File: config.mk
export PLATFORM = sky130hd
export DESIGN_NAME = reset_vector_map
export DESIGN_NICKNAME = d
export VERILOG_FILES = /design/src/verilog/vector_map_pkg.sv /design/src/verilog/vector_slot_address.sv /design/src/verilog/reset_vector_map.sv
export SDC_FILE = /design/constraint.sdc
export NUM_CORES = 1
export LEC_CHECK = 0
export BUFFER_PORTS_ARGS = -buffer_cell sky130_fd_sc_hd__buf_2
export CELL_PAD_IN_SITES_DETAIL_PLACEMENT = 0
export CELL_PAD_IN_SITES_GLOBAL_PLACEMENT = 1
export CORE_ASPECT_RATIO = 0.75
export CORE_UTILIZATION = 30
export DETAILED_ROUTE_END_ITERATION = 8
export GPL_TIMING_DRIVEN = 1
export PLACE_DENSITY_LB_ADDON = 0.1
export SETUP_SLACK_MARGIN = 0.4
export SLEW_MARGIN = 30
export SYNTH_ARGS = -nofsm -noshare
export SYNTH_HDL_FRONTEND = slang
export SYNTH_SLANG_ARGS = --single-unit
File: constraint.sdc
create_clock -name clk -period 5.45 [get_ports clk]
set_input_delay 0.8175 -clock clk [delete_from_list [all_inputs] [get_ports clk]]
set_output_delay 0.8175 -clock clk [all_outputs]
set_load 0.02 [all_outputs]
File: src/verilog/vector_map_pkg.sv
/*
  constants for the reset entry and vector table address map.
  assumes word addresses of 24 bits into program memory.
*/
`default_nettype none
package vector_map_pkg;
  localparam int addr_width = 24;
  localparam int vector_count = 118;
  localparam int trap_count = 8;
  localparam logic [addr_width-1:0] reset_address = 24'h000000;
  localparam logic [addr_width-1:0] primary_table_base = 24'h000004;
  localparam logic [addr_width-1:0] primary_vector0 = 24'h000014;
  localparam logic [addr_width-1:0] alternate_table_base = 24'h000104;
  localparam logic [addr_width-1:0] alternate_vector0 = 24'h000114;
  localparam logic [addr_width-1:0] code_start = 24'h000200;
  localparam logic [addr_width-1:0] slot_step = 24'h000002;
  typedef enum logic [1:0] {
    idle_state,
    fetch_state,
    done_state
  } fetch_state_type;
endpackage
`default_nettype wire

File: src/verilog/vector_slot_address.sv
/*
  combinational slot address for a trap or interrupt vector.
  assumes the caller holds the number in range.
*/
`timescale 1ns/10ps
`default_nettype none
module vector_slot_address
  import vector_map_pkg::*;
(
  input wire logic use_alternate,
  input wire logic is_trap,
  input wire logic [6:0] number,
  output logic [addr_width-1:0] address
);
  logic [addr_width-1:0] base;
  logic [addr_width-1:0] offset;
  always_comb
  begin
    // same slot layout in both tables, only the base moves
    if (is_trap)
      base = use_alternate ? alternate_table_base : primary_table_base;
    else
      base = use_alternate ? alternate_vector0 : primary_vector0;
    offset = addr_width'(number) * slot_step; // see RULE10
    address = base + offset;
  end
endmodule // vector_slot_address
`default_nettype wire

File: src/verilog/reset_vector_map.sv
/*
  reset entry and vector fetch address generator for the core.
  assumes a core that requests a vector and then reads the 24-bit
  handler address from program memory, returned with a valid strobe.
*/
`timescale 1ns/10ps
`default_nettype none
// How it works
// RULE1 - reset bypasses vector logic: no arbitration, no table fetch.
// RULE2 - any reset clears registers, forcing program counter to zero.
// RULE3 - after reset fetching starts at word address zero.
// RULE4 - loader should fill unused slots with a software-reset handler.
// RULE5 - primary table: vector 0 at 0x14, 52 at 0x7c, 117 at 0xfe.
// RULE6 - alternate table: vector 0 at 0x114, 52 at 0x17c, 117 at 0x1fe.
// RULE7 - primary table starts at 0x4; each slot holds 24-bit address.
// RULE8 - select bit set takes every vector from the alternate table.
// RULE9 - lower slot address means higher natural priority.
// RULE10 - vector n sits at vector-0 address plus 2n, n up to 117.
module reset_vector_map
  import vector_map_pkg::*;
#(
  parameter int vectors = vector_count
)
(
  input wire logic clk,
  input wire logic rst,
  input wire logic alternate_table_select,
  input wire logic [vectors-1:0] irq_pending,
  input wire logic [trap_count-1:0] trap_pending,
  input wire logic take_request,
  input wire logic [addr_width-1:0] mem_data,
  input wire logic mem_valid,
  output logic [addr_width-1:0] fetch_address,
  output logic fetch_strobe,
  output logic [addr_width-1:0] program_counter,
  output logic pc_load,
  output logic [6:0] taken_number,
  output logic taken_trap,
  output logic busy
);
  fetch_state_type state;
  logic [addr_width-1:0] slot_addr;
  logic [vectors:0] irq_below;
  logic [6:0] irq_code [vectors+1];
  logic [trap_count:0] trap_below;
  logic [6:0] trap_code [trap_count+1];
  logic [6:0] win_number;
  logic win_trap;
  logic win_any;
  logic accept;
  logic answer;
  logic [6:0] held_number;
  logic held_trap;

  // ----------------------------------------
  // natural priority
  // ----------------------------------------
  // a ripple from slot 0 upward: an entry wins only when nothing
  // below it is pending, so the lowest address wins; see RULE9
  // a long ripple but small, and a 100 ns cycle leaves room for it
  assign irq_below[0] = 1'b0;
  assign irq_code[0] = 7'h00;
  for (genvar g = 0; g < vectors; g++)
  begin : irq_scan
    assign irq_below[g+1] = irq_below[g] | irq_pending[g];
    assign irq_code[g+1] = irq_code[g] |
      ((irq_pending[g] && !irq_below[g]) ? 7'(g) : 7'h00);
  end

  assign trap_below[0] = 1'b0;
  assign trap_code[0] = 7'h00;
  for (genvar t = 0; t < trap_count; t++)
  begin : trap_scan
    assign trap_below[t+1] = trap_below[t] | trap_pending[t];
    assign trap_code[t+1] = trap_code[t] |
      ((trap_pending[t] && !trap_below[t]) ? 7'(t) : 7'h00);
  end

  // traps sit below interrupt vector 0, so any trap outranks them all
  assign win_trap = trap_below[trap_count];
  assign win_any = win_trap | irq_below[vectors];
  assign win_number = win_trap ? trap_code[trap_count] : irq_code[vectors];

  // ----------------------------------------
  // request acceptance
  // ----------------------------------------
  // a take while busy is simply not seen; the core must wait
  assign accept = state == idle_state && take_request && win_any;
  // a valid outside the done state belongs to no fetch and is dropped
  assign answer = state == done_state && mem_valid;

  // ----------------------------------------
  // slot address
  // ----------------------------------------
  // table and slot chosen together; see RULE5 RULE6 RULE7 RULE8 RULE10
  vector_slot_address vector_slot_address_inst (
    .use_alternate(alternate_table_select),
    .is_trap(held_trap),
    .number(held_number),
    .address(slot_addr)
  );

  // ----------------------------------------
  // vector fetch sequence
  // ----------------------------------------
  // reset never enters this sequence, it only clears it; see RULE1
  always_ff @(posedge clk)
  begin
    if (rst)
    begin
      state <= idle_state;
    end
    else
    begin
      unique case (state)
        idle_state:
        begin
          if (accept)
            state <= fetch_state;
        end
        fetch_state:
        begin
          state <= done_state;
        end
        done_state:
        begin
          if (answer)
            state <= idle_state;
        end
      endcase
    end
  end

  // ----------------------------------------
  // request held for the fetch
  // ----------------------------------------
  always_ff @(posedge clk)
  begin
    if (rst)
    begin
      held_number <= 7'h00;
      held_trap <= 1'b0;
    end
    else if (accept)
    begin
      held_number <= win_number;
      held_trap <= win_trap;
    end
  end

  // ----------------------------------------
  // busy flag
  // ----------------------------------------
  // busy spans the whole fetch so a second take cannot overlap it
  always_ff @(posedge clk)
  begin
    if (rst)
    begin
      busy <= 1'b0;
    end
    else if (accept)
    begin
      busy <= 1'b1;
    end
    else if (answer)
    begin
      busy <= 1'b0;
    end
  end

  // ----------------------------------------
  // fetch strobe and address
  // ----------------------------------------
  // the address stays after the strobe so the core may latch it late
  always_ff @(posedge clk)
  begin
    if (rst)
    begin
      fetch_strobe <= 1'b0;
      fetch_address <= reset_address; // see RULE3
    end
    else
    begin
      fetch_strobe <= state == fetch_state;
      if (state == fetch_state)
        fetch_address <= slot_addr;
    end
  end

  // ----------------------------------------
  // program counter
  // ----------------------------------------
  always_ff @(posedge clk)
  begin
    if (rst)
    begin
      program_counter <= reset_address; // see RULE2 RULE3
      pc_load <= 1'b0;
    end
    else
    begin
      pc_load <= answer;
      // the slot content is a 24-bit handler address; see RULE7
      if (answer)
        program_counter <= mem_data;
    end
  end

  // ----------------------------------------
  // vector taken
  // ----------------------------------------
  always_ff @(posedge clk)
  begin
    if (rst)
    begin
      taken_number <= 7'h00;
      taken_trap <= 1'b0;
    end
    else if (answer)
    begin
      taken_number <= held_number;
      taken_trap <= held_trap;
    end
  end

endmodule // reset_vector_map
`default_nettype wire

==> summary.md <==
| Metric | Value |
|---|---|
| Worst Setup End Kind | flip-flop |
| Ys Warns | 0 |
| Final setup margin | roughly 2200 ps |
| # setup viols final | 0 |
| Flip-flop and latch count after synthesis | 54 |
| Cts repair resizes | 0 |
| Seq/Total Area, Yosys | 0.2668 |
| Slowest library cell on the worst path | nor4_1 |
| Kind of critical path | input pin to flip-flop |
| Post-route ant nets | 0 |
| CP max stage delay | 720 ps |
| Mux cell area share after synthesis | 0.009883 |
| # IOs | ~210 |
| Non-filler cells, final | 926 |
| CTS tree | done |
| Worst skew pair latency | between 200 and 300 ps |
| Syn Inst Count | between 500 and 600 |
| Clock Skews | 3.592 ps |
| Total Routing Usage GR | 0.1928 |
| H-tree depth | 2 |
| Starting Density | 0.3102 |
| Cell Area, Synth | around 0.0041 sq mm |
| Cell total after placement | around 920 |
| Rel. slew slack | 0.5227 |
| CTS Hold Bufs | 0 |
| Clock tree sinks | 54 |
| Final setup TNS | 0 ps |
| DP Wirelength | ~12000 um |
| DR WL/cell | roughly 15 um |
| DRC violation count after routing | 0 |
| # port buffers | 198 |
| Core area | between 0.01 and 0.015 sq mm |
| Cell taking the most area after synthesis | dfxtp_1 |
| Largest family of logic cells by synthesized area | simple AND/OR/NAND/NOR gates |
| Fill count | about 1.4k |
| Cell family with the largest share of critical-path delay | simple AND/OR/NAND/NOR gates |
| Xor-xnor portion of the synthesized cell area | 0.006485 |
| Top cells by area, synth | dfxtp_1 27%, nand2_1 8.4%, a21oi_1 7.4% |
| Chip Height | ~100 um |
| Post-CTS Setup Repair Bufs | 0 |
| Pre-CTS setup slack | between 1500 and 2000 ps |
| EDFF count, synth | 0 |
| Die Wd | 136.2 um |
| Routed vias | ~4.8k |
| VDD IR max | between 0.15 and 0.2 mV |
| Adder-cell share of the synthesized area | 0.01544 |
| Post-synth top cells | 91 x nand2_1, 75 x nor2_1, 60 x a21oi_1 |
| Syn Area/Cell | just over 7 sq um |
| Initial antenna violation count | 1 |
| Largest net degree at the start of global routing | 35 |
| Post-Synth Simple-Gate Area | 0.4015 |
| Area growth from synthesis to layout | 31.22% |
| Critical path buffers and inverters | 2 |
| CTS Root Cell | clkbuf_16 |
| Cell with the most instances after synthesis | nand2_1 |
| Crit path time final | between 3000 and 4000 ps |
| DIE AREA | approximately 0.014 sq mm |
| Via-per-instance ratio | 5.151 |
| Async SR Flop Fraction | 0 |
| Layout cells sized above 1 | 0.3126 |
| Post-synthesis compound-gate area fraction | 0.2304 |
| Crit start category | input pin |
| Critical Path, Cell by Cell | buf_2, nor4_1, nand4_2, nor4_1, inv_1, o311ai_0, nor4_1, o31ai_1 |
| Most common cell on crit path | nor4_1 |
| Ys flop type | dfxtp_1 |
| First-pass GRT wire length | ~21000 um |
| Pins Over Slew Limit | 0 |
| Post-Route WL | between 10000 and 15000 um |
| Max-cap violations | 0 |
| Layout Nets | about 910 |
| Class of the worst hold path | flip-flop to flip-flop |
| Critical path arrival | about 3500 ps |
| Max clock buf depth | 2 |
| Share of the synthesized area in the top cell type | 0.2668 |
| Final Hold Viols | 0 |
| Final Cycle Share | 0.6013 |
| Lkg Pwr | about 2.2 nW |
| Actual slew at the worst max-slew pin | a little over 700 ps |
| Required time of the critical path | roughly 5700 ps |
| Worst-path clk slew | roughly 70 ps |
| Grt ovf | 0 |
| Drt first pass iters | 5 |
| Fmax | approximately 310 MHz |
| Netlist cell types | 65 |
| Vias in the first global route | between 4k and 5k |
| CTS buffer count | 5 |
| DR iter-0 viols | 320 |
| Pwr Density | roughly 220 mW/mm^2 |
| Crit Path Max Fanout | 9 |
| RSZ-0062 raised after global routing | false |
| Standard-cell rows | 36 |
| N_diodes | 0 |
| Gpl congestion | 0.8435 |
| Status | complete, no violations |
## registers in the layout (all words and copies together), names as in the netlist
signal / flops
busy: 1
program_counter: 24
fetch_address: 9
held_number: 7
fetch_strobe: 1
taken_trap: 1
pc_load: 1
taken_number: 7
held_trap: 1
state: 2
## kinds of logic (layout without fill, tap and decap cells)
kind of cell | Yosys count | count (layout)
AO/OA/AOI/OAI | 143 | 143
XOR/XNOR | 3 | 3
adder cells (fa/ha/maj) | 5 | 5
buffers and inverters | 59 | 236
flip-flops | 54 | 54
multiplexers | 4 | 4
other | 1 | 15
AND/OR/NAND/NOR | 295 | 295
## per-stage QoR
step           power (mW)  cell area [sq um]    util  hold WS [ps]
2_1_floorplan      0.6871               4104       -         431.9
3_3_place_gp       0.8307               5151  0.3943         437.7
6_report            1.185               5316  0.4070         450.1
3_5_place_dp       0.8382               5154  0.3945         443.0
4_1_cts             1.202               5316  0.4070         452.4
5_1_grt             1.264               5316  0.4070         472.2
## report_power, final
part           internal, mW  switching (mW)  total [mW]
logic                 0.140           0.233       0.372
registers             0.434          0.0204       0.454
clock network         0.217           0.141       0.359
total                 0.791           0.394        1.18
## tightest hold or removal path, cell delays in order, from the launching register on
cell and delay [ps]:
dfxtp_1 310, nand2_1 50, a21oi_1 50
## area by class of cell
cell class	instances	area (sq um)	share of cell area
repair buffers	200	1006	0.1892
clock buffers	7	132.6	0.02495
multi-input cells	465	2748	0.5168
flip-flops and latches	54	1081	0.2033
inverters	28	105.1	0.01977
well taps	171	214.0	0.04024
clock inverters	1	30.03	0.005648
## routing by layer
layer  share of wire  vias up  wire length, um  global-route usage
li1                -     2420                -                   -
met5         0.00094        -               13                   0
met3           0.095       14             1315             0.06342
met1            0.48     2143             6695              0.2729
met4          0.0063        2               87             0.02479
met2            0.41      191             5731              0.2886
## final timing paths
kind	start	to	slack (ps)	depth (start not counted)
max	irq_pending[32]	held_number[1]$_SDFFE_PP0P_	2170	8
min	program_counter[14]$_SDFFE_PP0P_	program_counter[14]$_SDFFE_PP0P_	450	2
max reg2reg	state[1]$_SDFFE_PP0P_	fetch_address[7]$_SDFFE_PP0P_	3720	6
min reg2reg	program_counter[14]$_SDFFE_PP0P_	program_counter[14]$_SDFFE_PP0P_	450	2
## cell usage in the layout (no fill, tap or decap), drive strengths merged, types with 5 or more instances in the layout
| master | Yosys | final |
|---|---|---|
| nand4 | 8 | 8 |
| o21bai | 6 | 6 |
| a211oi | 10 | 10 |
| o31ai | 6 | 6 |
| inv | 28 | 28 |
| ha | 5 | 5 |
| a311oi | 5 | 5 |
| or4 | 5 | 5 |
| o21ai | 19 | 19 |
| nor4 | 33 | 33 |
| nor3 | 35 | 35 |
| nand2 | 91 | 91 |
| nand3b | 6 | 6 |
| buf | 17 | 200 |
| a21oi | 61 | 61 |
| nor2 | 75 | 75 |
| conb | 1 | 15 |
| nand3 | 15 | 15 |
| clkbuf | 14 | 7 |
| dfxtp | 54 | 54 |
| or3 | 5 | 5 |
| nor4b | 5 | 5 |
Power figures use the tool's default switching activity.
